--- config.mk ---
export PLATFORM = sky130hd
export DESIGN_NAME = srt_regs
export DESIGN_NICKNAME = d
export VERILOG_FILES = /design/src/shared/srt_pkg.sv /design/src/hw/srt_pattern_gen.sv /design/src/hw/srt_regs.sv
export SDC_FILE = /design/constraint.sdc
export NUM_CORES = 1
export LEC_CHECK = 0
export BUFFER_PORTS_ARGS = -buffer_cell sky130_fd_sc_hd__buf_2
export CORE_MARGIN = 2
export CORE_UTILIZATION = 45
export CTS_CLUSTER_SIZE = 16
export DETAILED_ROUTE_END_ITERATION = 10
export SETUP_SLACK_MARGIN = 0.05
export SYNTH_ARGS = -nofsm -noshare
export SYNTH_HDL_FRONTEND = slang
export SYNTH_SLANG_ARGS = --single-unit
--- constraint.sdc ---
create_clock -name clk_sys -period 3.7 [get_ports clk_sys]
set_input_delay 0.185 -clock clk_sys [delete_from_list [all_inputs] [get_ports clk_sys]]
set_output_delay 0.185 -clock clk_sys [all_outputs]
set_load 0.02 [all_outputs]
--- src/shared/srt_pkg.sv ---
/*
  Shared constants and types for the sync, reference and test-pattern register group.
  Assumes a single 50 MHz system clock and a synchronous active-high reset.
*/
`default_nettype none

package srt_pkg;

  //////////////////////////////////////////////////////////////////////////////
  // Register offsets on the serial programming port
  localparam logic [14:0] OFS_SYNC = 15'h000E;     // Sync, reference and clock control
  localparam logic [14:0] OFS_DLL = 15'h0011;      // Delay-loop control
  localparam logic [14:0] OFS_TRIM = 15'h0013;     // Trim load control
  localparam logic [14:0] OFS_PAT_LO = 15'h0014;   // Pattern value bits 7:0
  localparam logic [14:0] OFS_PAT_MID = 15'h0015;  // Pattern value bits 15:8
  localparam logic [14:0] OFS_PAT_HI = 15'h0016;   // Modes and pattern value bits 17:16

  // Value of every register after reset
  localparam logic [7:0] REG_RESET = 8'h00;

  //////////////////////////////////////////////////////////////////////////////
  // Field positions
  localparam int BIT_PIN_ROLE = 7;     // Dual-purpose pin role
  localparam int BIT_SOFT_SYNC = 6;    // Software sync level
  localparam int BIT_SRC_SEL = 5;      // Sync source select
  localparam int BIT_STRAP_OVR = 3;    // Register fields override the strap
  localparam int REF_LSB = 1;          // Reference source field, two bits
  localparam int BIT_SE_CLK = 0;       // Single-ended clock select
  localparam int BIT_DLL_PD = 2;       // Delay-loop power down
  localparam int BIT_TRIM = 0;         // Trim load trigger
  localparam int MODE_B_LSB = 5;       // Channel B pattern mode, three bits
  localparam int MODE_A_LSB = 2;       // Channel A pattern mode, three bits
  localparam int PAT_HI_BITS = 2;      // Pattern value bits held in the high register

  //////////////////////////////////////////////////////////////////////////////
  // Field encodings
  localparam logic [2:0] MODE_NORMAL = 3'h0;
  localparam logic [2:0] MODE_RAMP = 3'h2;
  localparam logic [2:0] MODE_CONST = 3'h3;
  localparam logic [1:0] REF_INTERNAL = 2'h0;
  localparam logic [1:0] REF_EXTERNAL = 2'h2;

  //////////////////////////////////////////////////////////////////////////////
  // Serial frame layout: read flag, 15-bit address, 8-bit data
  localparam int HDR_BITS = 16;
  localparam int DATA_BITS = 8;
  localparam logic [3:0] HDR_LAST = 4'hF;
  localparam logic [3:0] DATA_LAST = 4'h7;
  localparam int SAMPLE_BITS = 18;

  // Serial port sequencing
  typedef enum logic [1:0] {SER_IDLE, SER_HEAD, SER_DATA, SER_DONE} srt_ser_state_t;

  // Analog-facing configuration, all levels
  typedef struct packed {
    logic global_pd;     // Global power-down request
    logic sync_state;    // Internal sync state
    logic ref_external;  // External reference selected
    logic single_ended;  // Single-ended sample clock
    logic dll_pd;        // Delay-locked loop powered down
  } srt_cfg_t;

  // Trim load request
  typedef struct packed {
    logic load;          // One-cycle pulse
    logic [2:0] if_mode; // Interface mode captured with the pulse
  } srt_trim_t;

endpackage : srt_pkg

`default_nettype wire

--- src/hw/srt_pattern_gen.sv ---
/*
  One channel of the output test-pattern generator: normal, ramp or constant.
  Assumes samples arrive with a one-cycle valid strobe on clk_sys.
*/
`timescale 1ns/1ns
`default_nettype none

module srt_pattern_gen
(
  // Clock and reset
  input wire logic clk_sys,
  input wire logic srst,
  // Configuration
  input wire logic [2:0] mode,
  input wire logic [17:0] pattern_value,
  // Sample stream
  input wire logic sample_valid,
  input wire logic [17:0] sample_in,
  output logic [17:0] sample_out
);

  logic [17:0] ramp_acc;   // Next ramp value to present
  logic [2:0] mode_prev;   // Mode seen last cycle, for entry detection
  wire logic is_ramp = (mode == srt_pkg::MODE_RAMP);
  wire logic is_const = (mode == srt_pkg::MODE_CONST);
  wire logic ramp_entry = is_ramp && (mode_prev != srt_pkg::MODE_RAMP);
  // Wraps modulo 2^18 by plain truncation of the sum
  wire logic [17:0] ramp_next = 18'(ramp_acc + pattern_value);

  //////////////////////////////////////////////////////////////////////////////
  // Mode history
  always_ff @(posedge clk_sys)
  begin
    if (srst)
      mode_prev <= srt_pkg::MODE_NORMAL;
    else
      mode_prev <= mode;
  end

  // Ramp accumulator restarts at zero on entry and steps once per sample
  always_ff @(posedge clk_sys)
  begin
    if (srst || !is_ramp)
      ramp_acc <= 18'h00000;
    else if (sample_valid)
      ramp_acc <= ramp_entry ? pattern_value : ramp_next;
  end

  // Output selection; unknown mode codes pass converted data through
  always_ff @(posedge clk_sys)
  begin
    if (srst)
      sample_out <= 18'h00000;
    else if (sample_valid)
    begin
      if (is_const)
        sample_out <= pattern_value;
      else if (is_ramp)
        sample_out <= ramp_entry ? 18'h00000 : ramp_acc;
      else
        sample_out <= sample_in;
    end
  end
endmodule : srt_pattern_gen

`default_nettype wire

--- src/hw/srt_regs.sv ---
/*
  Sync, reference, delay-loop, trim-load and test-pattern register group of a
  dual-channel converter, written and read over the serial programming port.
  Assumes pins and straps are asynchronous to clk_sys and are synchronised here;
  converted samples and the interface mode come from logic on clk_sys.
*/
`timescale 1ns/1ns
`default_nettype none

module srt_regs
(
  // Clock and reset
  input wire logic clk_sys,
  input wire logic srst,
  // Serial programming port
  input wire logic ser_enable_n,
  input wire logic ser_clk,
  input wire logic ser_din,
  output logic ser_dout,
  output logic ser_dout_en,
  // Dual-purpose pin and configuration strap
  input wire logic powerdown_sync_pin,
  input wire logic config_strap_pin,
  // Interface mode from the neighbouring register group
  input wire logic [2:0] if_mode,
  // Converted samples, index 0 is channel A, index 1 is channel B
  input wire logic sample_valid,
  input wire logic [1:0][17:0] sample_in,
  output logic [1:0][17:0] sample_out,
  // Configuration towards the analog core and fuse logic
  output srt_pkg::srt_cfg_t cfg,
  output srt_pkg::srt_trim_t trim
);

  //////////////////////////////////////////////////////////////////////////////
  // Input synchronisers, two flip-flops per pin
  logic [4:0] pin_meta;   // First stage, read only by the second
  logic [4:0] pin_sync;   // Second stage, safe to use
  logic sclk_prev;        // Previous synced serial clock, for edge detection

  always_ff @(posedge clk_sys)
  begin
    if (srst)
    begin
      pin_meta <= 5'h01;
      pin_sync <= 5'h01;
    end
    else
    begin
      pin_meta <= {config_strap_pin, powerdown_sync_pin, ser_din, ser_clk, ser_enable_n};
      pin_sync <= pin_meta;
    end
  end

  wire logic sen_n_s = pin_sync[0];
  wire logic sclk_s = pin_sync[1];
  wire logic sdi_s = pin_sync[2];
  wire logic pin_s = pin_sync[3];
  wire logic strap_s = pin_sync[4];

  // Serial clock edge detection on the synced copy only
  always_ff @(posedge clk_sys)
  begin
    if (srst)
      sclk_prev <= 1'b0;
    else
      sclk_prev <= sclk_s;
  end

  wire logic sclk_rise = sclk_s && !sclk_prev;
  wire logic sclk_fall = !sclk_s && sclk_prev;

  //////////////////////////////////////////////////////////////////////////////
  // Register storage; reserved bits are kept as written
  logic [7:0] reg_sync;   // Sync, reference and clock control
  logic [7:0] reg_dll;    // Delay-loop control
  logic [7:0] reg_trim;   // Trim load control
  logic [7:0] pat_lo;     // Pattern value low byte
  logic [7:0] pat_mid;    // Pattern value middle byte
  logic [7:0] pat_hi;     // Pattern modes and top value bits

  //////////////////////////////////////////////////////////////////////////////
  // Serial frame sequencing
  srt_pkg::srt_ser_state_t ser_state;
  srt_pkg::srt_ser_state_t next_ser_state;
  logic [3:0] bit_cnt;        // Bit index within header or data
  logic [14:0] hdr_shift;     // Header bits collected so far
  logic [14:0] frame_addr;    // Address of the current frame
  logic frame_read;           // Current frame is a read
  logic [7:0] data_shift;     // Write data being collected
  logic [7:0] dout_shift;     // Read data being sent

  wire logic [15:0] hdr_full = {hdr_shift, sdi_s};
  wire logic hdr_done = (ser_state == srt_pkg::SER_HEAD) && sclk_rise
                        && (bit_cnt == srt_pkg::HDR_LAST);
  wire logic data_done = (ser_state == srt_pkg::SER_DATA) && sclk_rise
                         && (bit_cnt == srt_pkg::DATA_LAST);
  wire logic [7:0] wr_byte = {data_shift[6:0], sdi_s};
  wire logic wr_fire = data_done && !frame_read;

  // Next-state decode; dropping the enable always aborts the frame
  always_comb
  begin
    next_ser_state = ser_state;
    if (sen_n_s)
      next_ser_state = srt_pkg::SER_IDLE;
    else
    begin
      unique case (ser_state)
        srt_pkg::SER_IDLE: next_ser_state = srt_pkg::SER_HEAD;
        srt_pkg::SER_HEAD: if (hdr_done) next_ser_state = srt_pkg::SER_DATA;
        srt_pkg::SER_DATA: if (data_done) next_ser_state = srt_pkg::SER_DONE;
        srt_pkg::SER_DONE: next_ser_state = srt_pkg::SER_DONE;
      endcase
    end
  end

  always_ff @(posedge clk_sys)
  begin
    if (srst)
      ser_state <= srt_pkg::SER_IDLE;
    else
      ser_state <= next_ser_state;
  end

  // Bit counter restarts at each phase boundary
  always_ff @(posedge clk_sys)
  begin
    if (srst || ser_state == srt_pkg::SER_IDLE || hdr_done)
      bit_cnt <= 4'h0;
    else if (sclk_rise)
      bit_cnt <= bit_cnt + 4'h1;
  end

  // Header capture; the address is frozen once the header completes
  always_ff @(posedge clk_sys)
  begin
    if (srst)
    begin
      hdr_shift <= 15'h0000;
      frame_addr <= 15'h0000;
      frame_read <= 1'b0;
    end
    else if (ser_state == srt_pkg::SER_HEAD && sclk_rise)
    begin
      hdr_shift <= hdr_full[14:0];
      if (hdr_done)
      begin
        frame_read <= hdr_full[15];
        frame_addr <= hdr_full[14:0];
      end
    end
  end

  // Write data collection
  always_ff @(posedge clk_sys)
  begin
    if (srst)
      data_shift <= 8'h00;
    else if (ser_state == srt_pkg::SER_DATA && sclk_rise)
      data_shift <= wr_byte;
  end

  //////////////////////////////////////////////////////////////////////////////
  // Read-back multiplexer; unmapped addresses read as zero
  logic [7:0] rd_mux;
  wire logic [14:0] rd_addr = hdr_full[14:0];

  always_comb
  begin
    unique case (rd_addr)
      srt_pkg::OFS_SYNC: rd_mux = reg_sync;
      srt_pkg::OFS_DLL: rd_mux = reg_dll;
      srt_pkg::OFS_TRIM: rd_mux = reg_trim;
      srt_pkg::OFS_PAT_LO: rd_mux = pat_lo;
      srt_pkg::OFS_PAT_MID: rd_mux = pat_mid;
      srt_pkg::OFS_PAT_HI: rd_mux = pat_hi;
      default: rd_mux = 8'h00;
    endcase
  end

  // Read data shifts out MSB first on falling serial clock edges
  always_ff @(posedge clk_sys)
  begin
    if (srst)
    begin
      dout_shift <= 8'h00;
      ser_dout <= 1'b0;
    end
    else if (hdr_done)
      dout_shift <= rd_mux;
    else if (ser_state == srt_pkg::SER_DATA && sclk_fall)
    begin
      ser_dout <= dout_shift[7];
      dout_shift <= {dout_shift[6:0], 1'b0};
    end
  end

  // The line is only driven during the data phase of a read
  assign ser_dout_en = (ser_state == srt_pkg::SER_DATA) && frame_read;

  //////////////////////////////////////////////////////////////////////////////
  // Write decode
  wire logic wr_sync = wr_fire && (frame_addr == srt_pkg::OFS_SYNC);
  wire logic wr_dll = wr_fire && (frame_addr == srt_pkg::OFS_DLL);
  wire logic wr_trim = wr_fire && (frame_addr == srt_pkg::OFS_TRIM);
  wire logic wr_lo = wr_fire && (frame_addr == srt_pkg::OFS_PAT_LO);
  wire logic wr_mid = wr_fire && (frame_addr == srt_pkg::OFS_PAT_MID);
  wire logic wr_hi = wr_fire && (frame_addr == srt_pkg::OFS_PAT_HI);

  // Registers change only by host writes; nothing here clears a bit on its own
  always_ff @(posedge clk_sys)
  begin
    if (srst)
    begin
      reg_sync <= srt_pkg::REG_RESET;
      reg_dll <= srt_pkg::REG_RESET;
      reg_trim <= srt_pkg::REG_RESET;
      pat_lo <= srt_pkg::REG_RESET;
      pat_mid <= srt_pkg::REG_RESET;
      pat_hi <= srt_pkg::REG_RESET;
    end
    else
    begin
      if (wr_sync) reg_sync <= wr_byte;
      if (wr_dll) reg_dll <= wr_byte;
      if (wr_trim) reg_trim <= wr_byte;
      if (wr_lo) pat_lo <= wr_byte;
      if (wr_mid) pat_mid <= wr_byte;
      if (wr_hi) pat_hi <= wr_byte;
    end
  end

  //////////////////////////////////////////////////////////////////////////////
  // Field extraction
  wire logic pin_is_sync = reg_sync[srt_pkg::BIT_PIN_ROLE];
  wire logic soft_sync_level = reg_sync[srt_pkg::BIT_SOFT_SYNC];
  wire logic sync_source_select = reg_sync[srt_pkg::BIT_SRC_SEL];
  wire logic strap_override = reg_sync[srt_pkg::BIT_STRAP_OVR];
  wire logic [1:0] ref_field = reg_sync[srt_pkg::REF_LSB +: 2];
  wire logic single_ended_clock_select = reg_sync[srt_pkg::BIT_SE_CLK];
  wire logic delay_loop_powerdown = reg_dll[srt_pkg::BIT_DLL_PD];
  wire logic trim_load_trigger = reg_trim[srt_pkg::BIT_TRIM];

  // Pin feeds sync only in its sync role, power-down only in the other
  wire logic pin_sync_level = pin_is_sync && pin_s;
  wire logic pin_pd_level = !pin_is_sync && pin_s;
  // Software level wins only when selected as the source
  wire logic next_sync = sync_source_select ? soft_sync_level : pin_sync_level;
  // Only code 10 selects the external reference; other codes stay internal
  wire logic ref_from_field = (ref_field == srt_pkg::REF_EXTERNAL);
  // Strap high means external reference and single-ended clock
  wire logic next_ref_ext = strap_override ? ref_from_field : strap_s;
  wire logic next_se = strap_override ? single_ended_clock_select : strap_s;

  // Configuration outputs are registered to keep them glitch free
  always_ff @(posedge clk_sys)
  begin
    if (srst)
      cfg <= '0;
    else
    begin
      cfg.global_pd <= pin_pd_level;
      cfg.sync_state <= next_sync;
      cfg.ref_external <= next_ref_ext;
      cfg.single_ended <= next_se;
      cfg.dll_pd <= delay_loop_powerdown;
    end
  end

  //////////////////////////////////////////////////////////////////////////////
  // Trim load fires when the trigger falls, after the host's hold time
  logic trim_prev;  // Trigger value last cycle
  wire logic trim_fall = trim_prev && !trim_load_trigger;

  always_ff @(posedge clk_sys)
  begin
    if (srst)
    begin
      trim_prev <= 1'b0;
      trim <= '0;
    end
    else
    begin
      trim_prev <= trim_load_trigger;
      trim.load <= trim_fall;
      if (trim_fall)
        trim.if_mode <= if_mode;
    end
  end

  //////////////////////////////////////////////////////////////////////////////
  // Test-pattern generators, one per channel
  wire logic [17:0] pattern_value = {pat_hi[srt_pkg::PAT_HI_BITS-1:0], pat_mid, pat_lo};
  wire logic [1:0][2:0] ch_mode = {pat_hi[srt_pkg::MODE_B_LSB +: 3],
                                   pat_hi[srt_pkg::MODE_A_LSB +: 3]};

  genvar ch;
  generate
    for (ch = 0; ch < 2; ch = ch + 1)
    begin : g_chan
      srt_pattern_gen u_gen
      (
        .clk_sys(clk_sys),
        .srst(srst),
        .mode(ch_mode[ch]),
        .pattern_value(pattern_value),
        .sample_valid(sample_valid),
        .sample_in(sample_in[ch]),
        .sample_out(sample_out[ch])
      );
    end
  endgenerate
endmodule : srt_regs

`default_nettype wire

==> flow_metrics.tcl <==
set metrics [dict create \
    outcome "finished, final reports clean" \
    vdd_drop_max_mv 0.294 \
    timing.setup.critical_path_class "reg2reg" \
    fmax_mhz 373 \
    cts_hold_buf 8 \
    finalHoldViolCount 0 \
    switching_share 0.260 \
    hp-class "in2reg" \
    clk_latency_ns 0.44 \
    comb_power_share 0.050 \
    min_period_ns 2.68 \
    grt_max_degree 65 \
    yosys_warnings 0 \
    synth-edff-count 0 \
    tightest_slew_ns 1.20 \
    dpl.hpwl_um 19400 \
    slowest_delay_ns 0.48 \
    layout_common_cells "200 x dfxtp_1, 177 x nor2_1, 167 x nand2_1" \
    vias_per_cell 5.67 \
    numCtsBuffers 17 \
    cp-end-kind "register" \
    die_area_sq_um 23800 \
    internal_power_mw 3.27 \
    cp.required_ns 4.02 \
    register_area_sq_um 4000 \
    fin_ws_ns 1.02 \
    cts.htree.levels 4 \
    seqPwrFrac 0.498 \
    grtUsageTotal 0.240 \
    cap_viol_max_count 0 \
    rsz0062_at_grt "false" \
    syn-num-nets 1289 \
    grt_pass1_wl_um 45100 \
    fillCellCount 2134 \
    clock-sinks 200 \
    whs_ns 0.141 \
    syn_area_per_cell_sq_um 8.42 \
    ctsResizeCount 0 \
    cts.reportedPaths.clkPinSlew_ns 0.08 \
    synthCells 1205 \
    num_vias 8854 \
    path_max_fanout 8 \
    nNetsFinal 1352 \
    start_util 0.462 \
    pre_cts_ws_ns 1.03 \
    area_growth_pct 13.7 \
    overflow 0 \
    synth_area_sq_um 10100 \
    fin_tns_setup_ns 0 \
    rows 54 \
    start_kind "register" \
    io_pins 94 \
    async_reset_ff_frac 0 \
    antenna_found_initial 0 \
    die_h_um 154 \
    p_leak_nw 4.65 \
    place_area_sq_um 10800 \
    cts_tree "done" \
    min_path_cells 3 \
    synth.distinct_cells 73 \
    fin_util 0.525 \
    grt_pass1_vias 8244 \
    setup_violations 0 \
    reg2regPathDepth 9 \
    routed_wl_um 28100 \
    skew_ns 0.0159 \
    p_clk_frac 0.452 \
    critical_path_arrival_ns 3.01 \
    synth_top_flop_cell "dfxtp_1" \
    cts_root_buf "clkbuf_16" \
    gp_congestion 0.897 \
    finalMaxSlewViolations 0 \
    drcViolationCount 0 \
    power_density_nw_per_um2 383 \
    portBuffers 93 \
    core_sq_um 22000 \
    worstPathCellList "ha_1 -> fa_1 -> a211oi_1 -> o21a_1 -> o21ai_0 -> o21ai_1 -> xnor2_1 -> a221oi_1 -> nor2_1" \
    drive_gt1_frac 0.142 \
    mostFrequentLayoutCell "dfxtp_1" \
    antennaDiodeCount 0 \
    cts_setup_buffers 0 \
    post-route-period-util 0.725 \
    drtAntennaViolNets 0 \
    ys_seq_elements 200 \
    timing.slew.headroom 0.200 \
    slowest_stage "fa_1" \
    drt_first_pass_iters 5 \
    multiInputGateArea_sq_um 5800 \
    drt_iter0_drc 722 \
    cts_buffer_depth 2 \
    final_area_sq_um 11500 \
    yosysSeqAreaShare 0.395 \
    fp.dieW_um 154 \
    detail_route.wl_per_cell_um 18.0 \
    p_sw_mw 1.15 \
]
[state kept, by name, indices dropped and copies added (netlist names), 15 cells and up]
signal / count
frame_addr: 15
g_chan.u_gen.sample_out: 36
g_chan.u_gen.ramp_acc: 36
hdr_shift: 15
[power by group through the flow]
stage | logic (mW) | registers (mW) | clock network (mW)
finish | 0.222 | 2.20 | 1.99
global route | 0.243 | 2.20 | 2.13
CTS | 0.224 | 2.20 | 2.04
detailed placement | 0.217 | 2.25 | 0
global placement | 0.217 | 2.25 | 0
floorplan | 0.109 | 2.28 | 0
[logic make-up (layout without fill, tap and decap cells)]
family                   after synthesis  after routing  share of synthesized area
flip-flops                           200            200                      0.395
buffers and inverters                 83            159                     0.0335
AND/OR/NAND/NOR                      472            472                      0.216
AO/OA/AOI/OAI                        306            306                      0.206
multiplexers                          85             85                     0.0840
adder cells (fa/ha/maj)               37             37                     0.0471
XOR/XNOR                              22             22                     0.0190
[layout make-up]
type / count / area share
timing repair buffer: 123 / 0.0621
clock buffer: 17 / 0.0369
tap: 280 / 0.0304
inverter: 4 / 0.00130
sequential: 200 / 0.347
multi-input combinational: 922 / 0.503
clock inverter: 15 / 0.0189
[critical path, delay by kind of cell, from the launching register on]
| family | cells | cell delay [ns] |
|---|---|---|
| compound gates | 5 | 1.29 |
| fa+ha+maj | 2 | 0.74 |
| flops | 1 | 0.39 |
| xor+xnor | 1 | 0.09 |
| simple gates | 1 | 0.06 |
[synth_stat cells, types with 11 or more instances]
| library cell | n | area (sq um) |
|---|---|---|
| ha_1 | 35 | 438 |
| nor2_1 | 177 | 664 |
| a211oi_1 | 27 | 203 |
| o21ai_0 | 39 | 195 |
| mux2i_1 | 84 | 841 |
| a21oi_1 | 103 | 515 |
| xor2_1 | 13 | 114 |
| buf_2 | 17 | 85.1 |
| dfxtp_1 | 200 | 4000 |
| clkbuf_1 | 54 | 203 |
| nand2_1 | 167 | 627 |
| a22oi_1 | 27 | 203 |
| a21o_1 | 11 | 82.6 |
| nor2b_1 | 23 | 144 |
| nor3_1 | 22 | 110 |
| a221oi_1 | 22 | 193 |
[metal layers]
metal / wire, um / vias to the layer above / share of wire / global-route usage
li1: - / 4439 / - / -
met5: 0 / - / 0 / 0
met3: 1570 / 21 / 0.056 / 0.0400
met2: 12600 / 230 / 0.45 / 0.377
met4: 328 / 0 / 0.012 / 0.0574
met1: 13600 / 4164 / 0.48 / 0.344
[through the flow]
step	power (mW)	std cells
final	4.42	1561
after global routing	4.57	1561
after CTS	4.46	1561
after detailed placement	2.47	1521
after global placement	2.47	1521
after floorplan	2.39	1205
[worst paths after layout]
check / start / slack [ns] / endpoint
setup / recovery: pat_lo[0]$_SDFFE_PP0P_ / 1.02 / g_chan[0].u_gen.ramp_acc[14]$_SDFFE_PP0P_
hold / removal: sample_in[11] / 0.14 / g_chan[0].u_gen.sample_out[11]$_SDFFE_PP0P_
setup reg to reg: pat_lo[0]$_SDFFE_PP0P_ / 1.02 / g_chan[0].u_gen.ramp_acc[14]$_SDFFE_PP0P_
hold reg to reg: pin_meta[0]$_SDFF_PP1_ / 0.42 / pin_sync[0]$_SDFF_PP1_
Note: power is estimated with default switching activity, not from simulation.
